`src/design/stt_pkg.sv`:
```
package stt_pkg;

	// ==========================================================
	// Widths
	localparam int STT_ADDR_W = 32;
	localparam int STT_DATA_W = 32;
	localparam int STT_CNT_W  = 24;

	// ==========================================================
	// Register byte addresses
	localparam logic [31:0] STT_ADDR_CTRL    = 32'he000e010;
	localparam logic [31:0] STT_ADDR_RELOAD  = 32'he000e014;
	localparam logic [31:0] STT_ADDR_CURRENT = 32'he000e018;
	localparam logic [31:0] STT_ADDR_CALIB   = 32'he000e01c;

	// ==========================================================
	// Field positions
	localparam int STT_BIT_ENABLE     = 0;
	localparam int STT_BIT_IRQ_EN     = 1;
	localparam int STT_BIT_CLK_SEL    = 2;
	localparam int STT_BIT_FLAG       = 16;
	localparam int STT_BIT_REF_ABSENT = 31;
	localparam int STT_BIT_SKEW       = 30;
	localparam int STT_CAL_RSV_W      = 6;

	// ==========================================================
	// Reset values
	localparam logic [31:0] STT_CTRL_RESET        = 32'h0000_0000;
	localparam logic [31:0] STT_CTRL_RESET_NO_REF = 32'h0000_0004;
	localparam logic [31:0] STT_RDATA_NONE        = 32'h0000_0000;

	// ==========================================================
	// Timing
	localparam int STT_CLK_PERIOD_NS = 100;
	localparam int STT_TEN_MS_NS     = 10_000_000;
	localparam int STT_TEN_MS_CYCLES = STT_TEN_MS_NS / STT_CLK_PERIOD_NS;
	localparam logic [23:0] STT_TEN_MS_DEFAULT = 24'(STT_TEN_MS_CYCLES - 1);
	localparam logic [23:0] STT_CNT_ZERO = 24'h00_0000;
	localparam logic [23:0] STT_CNT_ONE  = 24'h00_0001;

endpackage

```
`src/design/stt_cnt_if.sv`:
```
`timescale 1ns/1ps
interface stt_cnt_if;
	logic        tick;
	logic        load;
	logic        clear;
	logic [23:0] reload_val;
	logic [23:0] count;
	logic        wrap;

	modport ctrl (output tick, output load, output clear, output reload_val,
		input count, input wrap);
	modport core (input tick, input load, input clear, input reload_val,
		output count, output wrap);
endinterface

```
`src/design/stt_counter.sv`:
```
`timescale 1ns/1ps
module stt_counter (
	input wire logic clk_sys,
	stt_cnt_if.core  cif
);
	// ==========================================================
	// Counter core
	logic [23:0] count_reg;
	logic [23:0] count_next;
	logic        at_zero;

	assign at_zero = (count_reg == stt_pkg::STT_CNT_ZERO);
	assign count_next = cif.clear ? stt_pkg::STT_CNT_ZERO :                  // RULE11
		cif.load ? cif.reload_val :                                       // RULE6
		!cif.tick ? count_reg :                                           // RULE2 RULE20
		at_zero ? cif.reload_val :                                        // RULE1 RULE7
		count_reg - stt_pkg::STT_CNT_ONE;                                 // RULE1

	// Left without reset on purpose: value is unknown until software writes it
	always_ff @(posedge clk_sys) begin
		count_reg <= count_next; // RULE17
	end

	// Only a one-to-zero step counts as a wrap
	assign cif.wrap  = cif.tick & ~cif.load & ~cif.clear
		& (count_reg == stt_pkg::STT_CNT_ONE); // RULE9
	assign cif.count = count_reg;
endmodule // stt_counter

```
`src/design/stt_ref_sync.sv`:
```
`timescale 1ns/1ps
module stt_ref_sync (
	input  wire logic clk_sys,
	input  wire logic arst_n,
	input  wire logic ref_clk_pin,
	output logic      ref_edge
);
	// ==========================================================
	// Two-flop synchroniser, then rising edge detect
	logic meta_reg;
	logic sync_reg;
	logic last_reg;

	always_ff @(posedge clk_sys or negedge arst_n) begin
		if (!arst_n) begin
			meta_reg <= 1'b0;
			sync_reg <= 1'b0;
			last_reg <= 1'b0;
		end else begin
			meta_reg <= ref_clk_pin;
			sync_reg <= meta_reg;
			last_reg <= sync_reg;
		end
	end

	// Reference must run below half of clk_sys or edges are lost
	assign ref_edge = sync_reg & ~last_reg; // RULE21
endmodule // stt_ref_sync

```
`src/design/stt_timer.sv`:
```
`timescale 1ns/1ps
// Function
// RULE1: 24-bit down counter; reloads on the edge after zero, then keeps counting.
// RULE2: Counter holds its value while the debugger halts the processor.
// RULE3: Bit 16 of control/status flags a zero since last read; the read clears it.
// RULE4: Control bit 2 picks the clock: 0 reference clock, 1 processor clock.
// RULE5: Exception request on count to zero only when control bit 1 is set.
// RULE6: Setting enable loads the reload value, then counts; clearing it stops.
// RULE7: At zero: set flag, request if enabled, reload and continue.
// RULE8: Reload register holds 24 bits; bits 31 to 24 read zero.
// RULE9: Reload of zero is legal but never yields flag or request.
// RULE10: Software programs N minus one for a period of N counting clocks.
// RULE11: Current value reads the live count; any write zeroes it and the flag.
// RULE12: Calibration bit 31 shows reference absent; then clock select reads one.
// RULE13: Control resets to zero, or to clock select only when no reference.
// RULE14: Calibration bit 30 shows the ten-millisecond count inexact or absent.
// RULE15: Calibration bits 23 to 0 give the 10 ms reload, zero meaning unknown.
// RULE16: Calibration register is read-only and fixed by the implementation.
// RULE17: Reload and current values are not initialised by reset.
// RULE18: Software writes reload, then clears current, then programs control.
// RULE19: Software uses aligned 32-bit word accesses only.
// RULE20: Counter stops while processor clocks are gated in deep sleep.
// RULE21: Reference clock edges are synchronised and each one decrements once.
module stt_timer #(
	parameter bit          REF_PRESENT = 1'b1,
	parameter bit          CAL_SKEW    = 1'b0,
	parameter logic [23:0] CAL_TEN_MS  = stt_pkg::STT_TEN_MS_DEFAULT
) (
	input  wire logic        clk_sys,
	input  wire logic        arst_n,
	input  wire logic [31:0] addr,
	input  wire logic [31:0] wr_data,
	input  wire logic        wr_en,
	input  wire logic        rd_en,
	output logic      [31:0] rd_data,
	input  wire logic        dbg_halt,
	input  wire logic        deep_sleep,
	input  wire logic        ref_clk_pin,
	output logic             tick_irq
);

	// ==========================================================
	// Declarations
	stt_cnt_if cif ();

	logic        enable_reg;
	logic        irq_en_reg;
	logic        clk_sel_reg;
	logic        flag_reg;
	logic        flag_next;
	logic [23:0] reload_reg;
	logic [31:0] rd_data_reg;
	logic [31:0] rd_data_next;
	logic        tick_irq_reg;
	logic        ref_edge;
	logic        cnt_valid_reg;

	localparam logic CLK_SEL_RST = REF_PRESENT
		? stt_pkg::STT_CTRL_RESET[stt_pkg::STT_BIT_CLK_SEL]
		: stt_pkg::STT_CTRL_RESET_NO_REF[stt_pkg::STT_BIT_CLK_SEL];
	localparam logic ENABLE_RST = stt_pkg::STT_CTRL_RESET[stt_pkg::STT_BIT_ENABLE];
	localparam logic IRQ_EN_RST = stt_pkg::STT_CTRL_RESET[stt_pkg::STT_BIT_IRQ_EN];
	localparam logic FLAG_RST   = stt_pkg::STT_CTRL_RESET[stt_pkg::STT_BIT_FLAG];

	// ==========================================================
	// Address decode
	wire sel_ctrl    = (addr == stt_pkg::STT_ADDR_CTRL);
	wire sel_reload  = (addr == stt_pkg::STT_ADDR_RELOAD);
	wire sel_current = (addr == stt_pkg::STT_ADDR_CURRENT);
	wire sel_calib   = (addr == stt_pkg::STT_ADDR_CALIB);

	wire wr_ctrl    = wr_en & sel_ctrl;
	wire wr_reload  = wr_en & sel_reload;
	wire wr_current = wr_en & sel_current;
	wire rd_ctrl    = rd_en & sel_ctrl;

	wire enable_wr  = wr_data[stt_pkg::STT_BIT_ENABLE];
	wire irq_en_wr  = wr_data[stt_pkg::STT_BIT_IRQ_EN];
	// Without a reference the selector is stuck at processor clock
	wire clk_sel_wr = REF_PRESENT ? wr_data[stt_pkg::STT_BIT_CLK_SEL] : 1'b1; // RULE12

	// ==========================================================
	// Read words
	wire [31:0] ctrl_word = {15'h0000, flag_reg, 13'h0000,
		clk_sel_reg, irq_en_reg, enable_reg}; // RULE3 RULE4 RULE5
	wire [31:0] reload_word  = {8'h00, reload_reg}; // RULE8
	wire [31:0] current_word = {8'h00, cif.count}; // RULE11
	// Calibration is built from parameters only, no write path exists
	wire [31:0] calib_word = {~REF_PRESENT, CAL_SKEW,
		{stt_pkg::STT_CAL_RSV_W{1'b0}}, CAL_TEN_MS}; // RULE12 RULE14 RULE15 RULE16

	assign rd_data_next = !rd_en ? stt_pkg::STT_RDATA_NONE :
		sel_ctrl    ? ctrl_word :
		sel_reload  ? reload_word :
		sel_current ? current_word :
		sel_calib   ? calib_word :
		stt_pkg::STT_RDATA_NONE;

	// ==========================================================
	// Counter control
	stt_ref_sync u_ref_sync (
		.clk_sys     (clk_sys),
		.arst_n      (arst_n),
		.ref_clk_pin (ref_clk_pin),
		.ref_edge    (ref_edge)
	);

	// Gated clocks in deep sleep and debug halt both freeze the count
	assign cif.tick = enable_reg & ~dbg_halt & ~deep_sleep
		& (clk_sel_reg | ref_edge); // RULE2 RULE4 RULE20 RULE21
	assign cif.load       = wr_ctrl & enable_wr & ~enable_reg; // RULE6
	assign cif.clear      = wr_current; // RULE11
	assign cif.reload_val = reload_reg;

	stt_counter u_counter (
		.clk_sys (clk_sys),
		.cif     (cif)
	);

	// Wrap beats a clearing read in the same cycle
	assign flag_next = cif.wrap ? 1'b1 :
		(rd_ctrl | wr_current) ? 1'b0 : flag_reg; // RULE3 RULE7 RULE11

	// ==========================================================
	// Control and status flops
	always_ff @(posedge clk_sys or negedge arst_n) begin
		if (!arst_n) begin
			enable_reg  <= ENABLE_RST; // RULE13
			irq_en_reg  <= IRQ_EN_RST;
			clk_sel_reg <= CLK_SEL_RST; // RULE13
			flag_reg    <= FLAG_RST;
		end else begin
			if (wr_ctrl) begin
				enable_reg  <= enable_wr; // RULE6
				irq_en_reg  <= irq_en_wr;
				clk_sel_reg <= clk_sel_wr;
			end
			flag_reg <= flag_next;
		end
	end

	// Reload is kept unreset; software must write it before enabling
	always_ff @(posedge clk_sys) begin
		if (wr_reload) begin
			reload_reg <= wr_data[23:0]; // RULE8 RULE17
		end
	end

	// Count is unknown until the first clear, so the stopped check waits for it
	always_ff @(posedge clk_sys or negedge arst_n) begin
		if (!arst_n) begin
			cnt_valid_reg <= 1'b0;
		end else if (cif.clear) begin
			cnt_valid_reg <= 1'b1;
		end
	end

	always_ff @(posedge clk_sys or negedge arst_n) begin
		if (!arst_n) begin
			rd_data_reg  <= stt_pkg::STT_RDATA_NONE;
			tick_irq_reg <= 1'b0;
		end else begin
			rd_data_reg  <= rd_data_next;
			tick_irq_reg <= cif.wrap & irq_en_reg; // RULE5 RULE7
		end
	end

	assign rd_data  = rd_data_reg;
	assign tick_irq = tick_irq_reg;
endmodule // stt_timer

```
`config.mk`:
```
export PLATFORM = sky130hd
export DESIGN_NAME = stt_timer
export DESIGN_NICKNAME = d
export VERILOG_FILES = /design/src/design/stt_pkg.sv /design/src/design/stt_cnt_if.sv /design/src/design/stt_counter.sv /design/src/design/stt_ref_sync.sv /design/src/design/stt_timer.sv
export SDC_FILE = /design/constraint.sdc
export NUM_CORES = 1
export LEC_CHECK = 0
export BUFFER_PORTS_ARGS = -buffer_cell sky130_fd_sc_hd__buf_2
export CAP_MARGIN = 0
export CORE_ASPECT_RATIO = 2
export CORE_MARGIN = 2
export CORE_UTILIZATION = 50
export DETAILED_ROUTE_END_ITERATION = 12
export HOLD_SLACK_MARGIN = 0.1
export PLACE_DENSITY = 0.77
export SYNTH_ARGS = -nofsm -noshare
export SYNTH_HDL_FRONTEND = slang
export SYNTH_SLANG_ARGS = --single-unit
```
`constraint.sdc`:
```
create_clock -name clk_sys -period 4.7 [get_ports clk_sys]
set_input_delay 0.94 -clock clk_sys [delete_from_list [all_inputs] [get_ports clk_sys]]
set_output_delay 0.94 -clock clk_sys [all_outputs]
set_load 0.05 [all_outputs]
```
==> flow_metrics.env, run 1 <==
export IMPL_path_cells="buf_2 -> or4b_1 -> or4b_4 -> or2_4 -> nor3_2 -> buf_4"
export IMPL_postCtsSetupBuffers=0
export IMPL_synthFlopType="dfrtp_1"
export IMPL_synthDistinctLibCells=68
export IMPL_r2r_cells=6
export IMPL_drcViolationCount=0
export IMPL_layout_commonest_cell="buf_2"
export IMPL_hold_class="flop to flop"
export IMPL_grt_pass1_wl_mm=15.77
export IMPL_drt_pre_antenna_iters=5
export IMPL_nNetsFinal=538
export IMPL_grt_usage_pct=24.88
export IMPL_fin_area_um2=4682
export IMPL_vias=3391
export IMPL_antenna_found_initial=0
export IMPL_crit_arrival_ps=3420
export IMPL_path_class="primary input to flop"
export IMPL_ys_ff_latch=80
export IMPL_ctsHoldBuffers=0
export IMPL_start_util_pct=51.11
export IMPL_r2r_start="u_counter.cif.count[5]"
export IMPL_synth_avg_cell_area_um2=10.20
export IMPL_r2r_end="u_counter.cif.count[17]"
export IMPL_start_kind="primary input"
export IMPL_num_io_pins=104
export IMPL_grt_pass1_vias=3327
export IMPL_fin_crit_sh_pct=72.12
export IMPL_avgRoutedWirePerCell_um=17.75
export IMPL_cts_tree="yes"
export IMPL_mostFrequentLayoutCells="buf_2 (87), nor2_1 (39), dfrtp_1 (32), edfxtp_1 (24), dfxtp_1 (24)"
export IMPL_final_hold_viol_count=0
export IMPL_crit_family="simple AND/OR/NAND/NOR gates"
export IMPL_via_per_inst=6.023
export IMPL_portBuffers=87
export IMPL_drv_cap=0
export IMPL_dieArea_um2=8474
export IMPL_dp_hpwl_mm=7.172
export IMPL_synth_edf_count=24
export IMPL_insertion_delay_ps=340
export IMPL_cp_required_ps=4730
export IMPL_grt_setup_unrepaired="false"
export IMPL_drv_slew=0
export IMPL_clk_root_buffer_cell="clkbuf_16"
export IMPL_drive_above_1_share_pct=28.78
export IMPL_p_per_area_nw_per_um2=344.0
export IMPL_multi_input_area_um2=1694
export IMPL_routed_wirelength_mm=9.995
export IMPL_setup_tns_final_ps=0
export IMPL_cp_num_buf_inv=2
export IMPL_fin_crit_ps=3390
export IMPL_clk_pin_slew_ps=50
export IMPL_post_cts_resized=0
export IMPL_slowest_delay_ps=600
export IMPL_cts_sinks=80
export IMPL_synth_top_area_share_pct=20.77
export IMPL_antenna_cells=0
export IMPL_synth_area_leaders="dfrtp_1 (21%), edfxtp_1 (19%), dfxtp_1 (12%)"
export IMPL_grt_ovfl_total=0
export IMPL_die_h_um=128.2
export IMPL_ir_drop_v=0.0002249
export IMPL_p_leak_nw=2.100
export IMPL_async_flop_share_pct=40.00
export IMPL_synth_area_um2=3856
export IMPL_cp_end_kind="flop"
export IMPL_finalClockSkew_ps=6.325
export IMPL_grt_max_degree=33
export IMPL_place_congestion=0.9043
export IMPL_yosysTopAreaCell="dfrtp_1"
export IMPL_worst_slew_pin_transition_ps=1242
export IMPL_area_growth_synth_to_final_pct=21.41
export IMPL_cts_buffer_depth=2
export IMPL_critPathMaxFanout=11
export IMPL_status="completed"
export IMPL_die_x_um=66.10
export IMPL_hp_start="u_ref_sync.meta_reg"
export IMPL_syn_inst=378
export IMPL_yosysSeqAreaShare_pct=51.91
export IMPL_max_clock_freq_mhz=295.0
export IMPL_finalSetupViolCount=0
export IMPL_yosys_warnings=0
export IMPL_seqCellArea_um2=2002
export IMPL_reg2reg_slack_ps=1660
export IMPL_htree_levels=3
export IMPL_cp_slowest_cell="or4b_4"
export IMPL_slew_limit_headroom_pct=16.63
export IMPL_hold_path_depth=0
export IMPL_drtIter0Drc=257
export IMPL_hold_path_endpoint="u_ref_sync.sync_reg"
export IMPL_ant_nets=0
export IMPL_final_fill_count=686
export IMPL_rows=45
export IMPL_core_area_um2=7545
export IMPL_numCtsBuffers=9
export IMPL_postPlaceCellArea_um2=4322
==> synth_stat cells (2+ instances only) <==
cell type	number
a211oi_1	5
a21o_1	3
a21oi_1	22
a221oi_1	3
a22oi_1	14
a311oi_1	2
a31oi_1	2
and2_1	2
and3b_1	2
buf_2	7
buf_4	10
clkbuf_1	5
dfrtp_1	32
dfxtp_1	24
edfxtp_1	24
ha_1	3
inv_1	7
mux2_2	5
mux2i_1	3
nand2_1	23
nand2b_1	3
nand3_1	12
nand3b_1	2
nand4_1	5
nor2_1	39
nor2_2	11
nor3_1	21
nor3b_1	2
nor4_1	7
nor4b_1	3
o21ai_0	13
o22ai_1	11
o31ai_1	4
o41ai_1	2
or2_4	2
or3_1	6
or4_1	5
or4b_1	2
==> power breakdown <==
group / internal (W) / leakage [nW] / switching (W)
registers: 0.000716 / 0.849 / 0.000000411
logic: 0.0000217 / 1.08 / 0.0000364
clock network: 0.000571 / 0.170 / 0.000266
total: 0.00131 / 2.10 / 0.000302
==> stage by stage <==
stage          hold WS [ps]  instances  utilization [%]  setup WS [ps]  power (W)
2_1_floorplan         331.2        385                -          197.2  0.0007591
3_3_place_gp          336.6        547            57.28           1003  0.0007865
3_5_place_dp          353.0        547            57.28          912.2  0.0007882
4_1_cts               365.7        563            62.06           1296   0.001620
5_1_grt               387.4        563            62.06           1240   0.001657
6_report              364.1        563            62.06           1310   0.001610
==> metal layers <==
layer  share of wire [%]  global-route usage [%]  routed length [µm]  vias up
met5                   0                       0                   0        -
met2                  54                   43.71                5416      165
met1                  36                   26.58                3608     1607
met4                 4.2                   15.13                 417        0
met3                 5.5                   4.653                 552       32
li1                    -                       -                   -     1587
==> worst max path at each step <==
| stage | startpoint | to | slack (ps) | cells past startpoint |
|---|---|---|---|---|
| global route | addr[6] | rd_data[21] | 1240 | 8 |
| detailed placement | addr[6] | cif.reload_val[5] | 910 | 6 |
| CTS | addr[6] | cif.reload_val[11] | 1300 | 6 |
| finish | addr[6] | cif.reload_val[11] | 1310 | 6 |
| floorplan | addr[6] | cif.reload_val[0] | 200 | 4 |
| global placement | addr[6] | cif.reload_val[11] | 1000 | 6 |
==> layout make-up <==
| cell class | instances | share of cell area, % |
|---|---|---|
| clock inverter | 6 | 2.806 |
| timing repair buffer | 91 | 9.941 |
| multi-input combinational | 274 | 36.18 |
| clock buffer | 10 | 4.890 |
| inverter | 8 | 0.9086 |
| sequential | 80 | 42.76 |
| tap | 94 | 2.512 |
==> kinds of logic after synthesis <==
| group | Yosys count | synth area share (%) |
|---|---|---|
| muxes | 8 | 2.239 |
| adders and majority gates | 3 | 0.9735 |
| AOI/OAI and AO/OA | 95 | 16.48 |
| and+or+nand+nor | 160 | 23.33 |
| other | 1 | 0.09725 |
| buffers and inverters | 31 | 4.964 |
| DFF | 80 | 51.91 |
Power figures use the tool's default switching activity.
==> run 2: changes to the inputs <==
Clock period 4.7 ns to 3.51 ns, I/O delays scaled along.
==> flow_metrics.env, run 2 (synthesis gave the netlist of run 1 again) <==
export IMPL_place_congestion=0.9282
export IMPL_grt_max_degree=33
export IMPL_post_cts_resized=0
export IMPL_fin_cells=572
export IMPL_crit_arrival_ps=2880
export IMPL_setup_tns_final_ps=0
export IMPL_antenna_cells=0
export IMPL_drive_above_1_share_pct=29.71
export IMPL_cp_required_ps=3550
export IMPL_rows=45
export IMPL_start_kind="primary input"
export IMPL_clk_root_buffer_cell="clkbuf_16"
export IMPL_fin_crit_sh_pct=81.04
export IMPL_drcViolationCount=0
export IMPL_drv_cap=0
export IMPL_die_x_um=66.10
export IMPL_cts_tree="yes"
export IMPL_die_h_um=128.2
export IMPL_path_cells="buf_2 -> or4b_1 -> or4b_4 -> or2_4 -> nor3_4 -> buf_12"
export IMPL_drv_slew=0
export IMPL_worstSetupPathDepth=6
export IMPL_r2r_cells=7
export IMPL_cp_num_buf_inv=2
export IMPL_cts_buffer_depth=2
export IMPL_core_area_um2=7545
export IMPL_reg2reg_slack_ps=1010
export IMPL_dp_cells=556
export IMPL_nNetsFinal=547
export IMPL_finalClockSkew_ps=3.988
export IMPL_power_w=0.002001
export IMPL_drt_pre_antenna_iters=4
export IMPL_layout_commonest_cell="buf_2"
export IMPL_setup_ws_ps=665.4
export IMPL_finalSetupViolCount=0
export IMPL_final_hold_viol_count=0
export IMPL_ant_nets=0
export IMPL_final_fill_count=676
export IMPL_via_per_inst=5.932
export IMPL_slew_limit_headroom_pct=48.86
export IMPL_seqCellArea_um2=2002
export IMPL_grt_pass1_wl_mm=16.26
export IMPL_grt_usage_pct=25.65
export IMPL_dp_hpwl_mm=7.527
export IMPL_worst_slew_pin_transition_ps=767.1
export IMPL_avgRoutedWirePerCell_um=17.78
export IMPL_numCtsBuffers=9
export IMPL_ir_drop_v=0.0002565
export IMPL_max_clock_freq_mhz=351.5
export IMPL_postCtsSetupBuffers=0
export IMPL_p_leak_nw=2.135
export IMPL_status="completed"
export IMPL_routed_wirelength_mm=10.17
export IMPL_start_util_pct=51.11
export IMPL_place_worst_setup_slack_ps=317.2
export IMPL_grt_ovfl_total=0
export IMPL_critPathMaxFanout=20
export IMPL_crit_family="simple AND/OR/NAND/NOR gates"
export IMPL_portBuffers=87
export IMPL_grt_pass1_vias=3446
export IMPL_antenna_found_initial=0
export IMPL_slowest_delay_ps=610
export IMPL_p_per_area_nw_per_um2=423.5
export IMPL_vias=3393
export IMPL_fin_crit_ps=2845
export IMPL_hold_path_depth=0
export IMPL_mostFrequentLayoutCells="buf_2 (87), nor2_1 (39), dfrtp_1 (32), edfxtp_1 (24), dfxtp_1 (24)"
export IMPL_cp_slowest_cell="or4b_4"
export IMPL_ctsHoldBuffers=0
export IMPL_cp_end_kind="flop"
export IMPL_clk_pin_slew_ps=60
export IMPL_path_class="primary input to flop"
export IMPL_htree_levels=3
export IMPL_multi_input_area_um2=1700
export IMPL_cts_sinks=80
export IMPL_num_io_pins=104
export IMPL_hold_class="flop to flop"
export IMPL_drtIter0Drc=240
export IMPL_area_growth_synth_to_final_pct=22.55
export IMPL_dieArea_um2=8474
export IMPL_insertion_delay_ps=340
export IMPL_grt_setup_unrepaired="false"
run 2: worst paths after layout:
kind | startpoint | to
max | addr[6] | cif.reload_val[11]
min | u_ref_sync.meta_reg | u_ref_sync.sync_reg
max reg2reg | u_counter.cif.count[4] | u_counter.cif.count[8]
min reg2reg | u_ref_sync.meta_reg | u_ref_sync.sync_reg
max in group asynchronous | arst_n | rd_data[10]
min in group asynchronous | arst_n | flag_reg
run 2: area by class of cell:
cell class / count / share of cell area (%)
clock buffer: 12 / 5.004
clock inverter: 4 / 1.456
inverter: 8 / 0.9002
multi-input combinational: 274 / 35.98
sequential: 80 / 42.36
tap: 94 / 2.489
timing repair buffer: 100 / 11.81
run 2: power by group:
| part | total, W | internal (W) | switching [W] | leakage [nW] |
|---|---|---|---|---|
| Clock | 0.000962 | 0.000619 | 0.000343 | 0.148 |
| Sequential | 0.000959 | 0.000959 | 0.000000501 | 0.849 |
| Combinational | 0.0000803 | 0.0000299 | 0.0000504 | 1.14 |
run 2: routing by layer:
layer  part of all wire (%)  global-route usage, %  vias to the layer above
li1                       -                      -                     1603
met1                     35                  26.00                     1617
met2                     56                  46.18                      148
met3                    5.8                  6.058                       25
met4                    3.0                  14.53                        0
met5                      0                      0                        -
run 2: stage by stage:
| stage | util (%) | hold slack (ps) | instance area, µm² |
|---|---|---|---|
| 6_report | 62.64 | 350.1 | 4726 |
| 5_1_grt | 62.64 | 364.3 | 4726 |
| 4_1_cts | 62.64 | 352.5 | 4726 |
| 3_5_place_dp | 58.59 | 339.5 | 4420 |
| 3_3_place_gp | 58.59 | 336.6 | 4420 |
| 2_1_floorplan | - | 331.2 | 3894 |
==> run 3: changes to the inputs <==
Settings changed: CORE_UTILIZATION 50 to 47, PLACE_DENSITY 0.77 to 0.75.
Clock period 3.51 ns to 2.4 ns, I/O delays scaled along.
==> flow_metrics.env, run 3 (synthesis gave the netlist of run 1 again) <==
export IMPL_p_switching_w=0.0005728
export IMPL_antenna_found_initial=0
export IMPL_path_class="primary input to flop"
export IMPL_grt_usage_pct=26.14
export IMPL_postPlaceCellArea_um2=4692
export IMPL_worst_slew_pin_transition_ps=764.6
export IMPL_crit_arrival_ps=2460
export IMPL_fin_crit_ps=2419
export IMPL_antenna_cells=0
export IMPL_die_x_um=68.05
export IMPL_p_leak_nw=2.362
export IMPL_portBuffers=87
export IMPL_cts_sinks=80
export IMPL_status="finished with violations"
export IMPL_max_clock_freq_mhz=413.3
export IMPL_hold_class="primary input to async pin"
export IMPL_numCtsBuffers=9
export IMPL_start_kind="primary input"
export IMPL_grt_pass1_wl_mm=17.34
export IMPL_nNetsFinal=586
export IMPL_die_h_um=132.1
export IMPL_drcViolationCount=0
export IMPL_pwr_share_seq_pct=47.4
export IMPL_setup_ws_ps=-19.29
export IMPL_core_area_um2=7943
export IMPL_avgRoutedWirePerCell_um=18.06
export IMPL_grt_ovfl_total=0
export IMPL_vias=3529
export IMPL_area_growth_synth_to_final_pct=34.69
export IMPL_critPathMaxFanout=10
export IMPL_finalClockSkew_ps=7.436
export IMPL_final_util_pct=65.39
export IMPL_netSwitchingFraction_pct=19.36
export IMPL_cts_buffer_depth=2
export IMPL_layout_commonest_cell="buf_2"
export IMPL_comb_power_share_pct=4.2
export IMPL_ant_nets=0
export IMPL_ir_drop_v=0.0004849
export IMPL_htree_levels=3
export IMPL_drtIter0Drc=235
export IMPL_dp_hpwl_mm=8.051
export IMPL_cp_required_ps=2440
export IMPL_start_util_pct=48.55
export IMPL_seqCellArea_um2=2002
export IMPL_grt_pass1_vias=3527
export IMPL_rows=46
export IMPL_drive_above_1_share_pct=38.68
export IMPL_fin_area_um2=5194
export IMPL_mostFrequentLayoutCells="buf_2 (86), buf_4 (40), nor2_1 (39), dfrtp_1 (32)"
export IMPL_intPower_w=0.002387
export IMPL_insertion_delay_ps=330
export IMPL_grt_setup_unrepaired="true"
export IMPL_via_per_inst=5.757
export IMPL_place_worst_setup_slack_ps=-424.4
export IMPL_drv_cap=0
export IMPL_final_hold_viol_count=0
export IMPL_routed_wirelength_mm=11.07
export IMPL_failed_checks="negative setup slack"
export IMPL_multi_input_area_um2=1788
export IMPL_final_fill_count=683
export IMPL_clkPwrFrac_pct=48.4
export IMPL_finalSetupViolCount=20
export IMPL_num_io_pins=104
export IMPL_setup_tns_final_ps=-262.9
export IMPL_dieArea_um2=8989
export IMPL_clk_pin_slew_ps=60
export IMPL_fin_crit_sh_pct=100.8
export IMPL_grt_max_degree=33
export IMPL_clk_root_buffer_cell="clkbuf_16"
export IMPL_place_congestion=0.9165
export IMPL_drv_slew=0
export IMPL_drt_pre_antenna_iters=4
export IMPL_cp_end_kind="flop"
export IMPL_slew_limit_headroom_pct=49.02
export IMPL_p_per_area_nw_per_um2=569.8
export IMPL_cts_tree="yes"
[run 3: changes by cell type in the layout (fill, tap and decap cells not counted), moves of 2 or more]
| cell | change |
|---|---|
| a221oi_1 | -3 |
| buf_4 | +29 |
| a21oi_1 | -4 |
| a211oi_1 | -3 |
| nand3_1 | -2 |
| a211oi_2 | +3 |
| buf_6 | +8 |
| a21oi_2 | +4 |
| a221oi_2 | +3 |
| nand3_2 | +2 |
[run 3: metal layers]
| metal | wire length (µm) | GRT usage [%] | up-vias | part of all wire (%) |
|---|---|---|---|---|
| li1 | - | - | 1684 | - |
| met3 | 491 | 4.953 | 26 | 4.4 |
| met2 | 6322 | 47.30 | 121 | 57 |
| met4 | 372 | 12.22 | 0 | 3.4 |
| met1 | 3881 | 27.43 | 1698 | 35 |
| met5 | 0 | 0 | - | 0 |
[run 3: layout make-up]
cell class | count | share of cell area [%]
sequential | 80 | 38.54
timing repair buffer | 138 | 17.49
timing repair inverter | 1 | 0.3132
inverter | 8 | 0.8191
clock inverter | 4 | 1.349
multi-input combinational | 274 | 34.43
clock buffer | 12 | 4.746
tap | 96 | 2.313
[run 3: power groups by stage]
stage | Clock [W] | Sequential, W | Combinational, W
floorplan | 0 | 0.00143 | 0.0000577
detailed placement | 0 | 0.00143 | 0.000122
CTS | 0.00145 | 0.00140 | 0.000122
finish | 0.00143 | 0.00140 | 0.000123
global placement | 0 | 0.00143 | 0.000119
global route | 0.00151 | 0.00140 | 0.000135
[run 3: critical path: stages]
cell     delay [ps]
buf_6            90
or4bb_1         510
or4b_4          590
or2_4           280
nor3_4          230
buf_6           140
buf_12          140
[run 3: repair_timing]
item,CTS,global route
resized for setup,2,20
setup buffers,3,4
pin swaps,3,5
hold buffers,0,0
hold endpoints to repair,0,0
gates cloned,1,1
setup endpoints to repair,52,66
[run 3: worst paths after layout]
path	startpoint	to	slack [ps]	depth (start not counted)
hold reg to reg	u_ref_sync.meta_reg	u_ref_sync.sync_reg	350	0
setup / recovery	addr[10]	cif.reload_val[19]	-20	7
setup reg to reg	enable_reg	u_counter.cif.count[19]	220	8
max in group asynchronous	arst_n	rd_data[11]	1690	1
min in group clk_sys	ref_clk_pin	u_ref_sync.meta_reg	260	1
hold / removal	arst_n	rd_data[1]	220	1
[run 3: per-stage QoR]
step | instances | total power (W) | hold WS, ps
finish | 613 | 0.002959 | 217.3
global route | 613 | 0.003046 | 242.5
CTS | 608 | 0.002979 | 241.9
detailed placement | 588 | 0.001551 | 338.1
global placement | 588 | 0.001548 | 335.4
floorplan | 385 | 0.001487 | 184.4
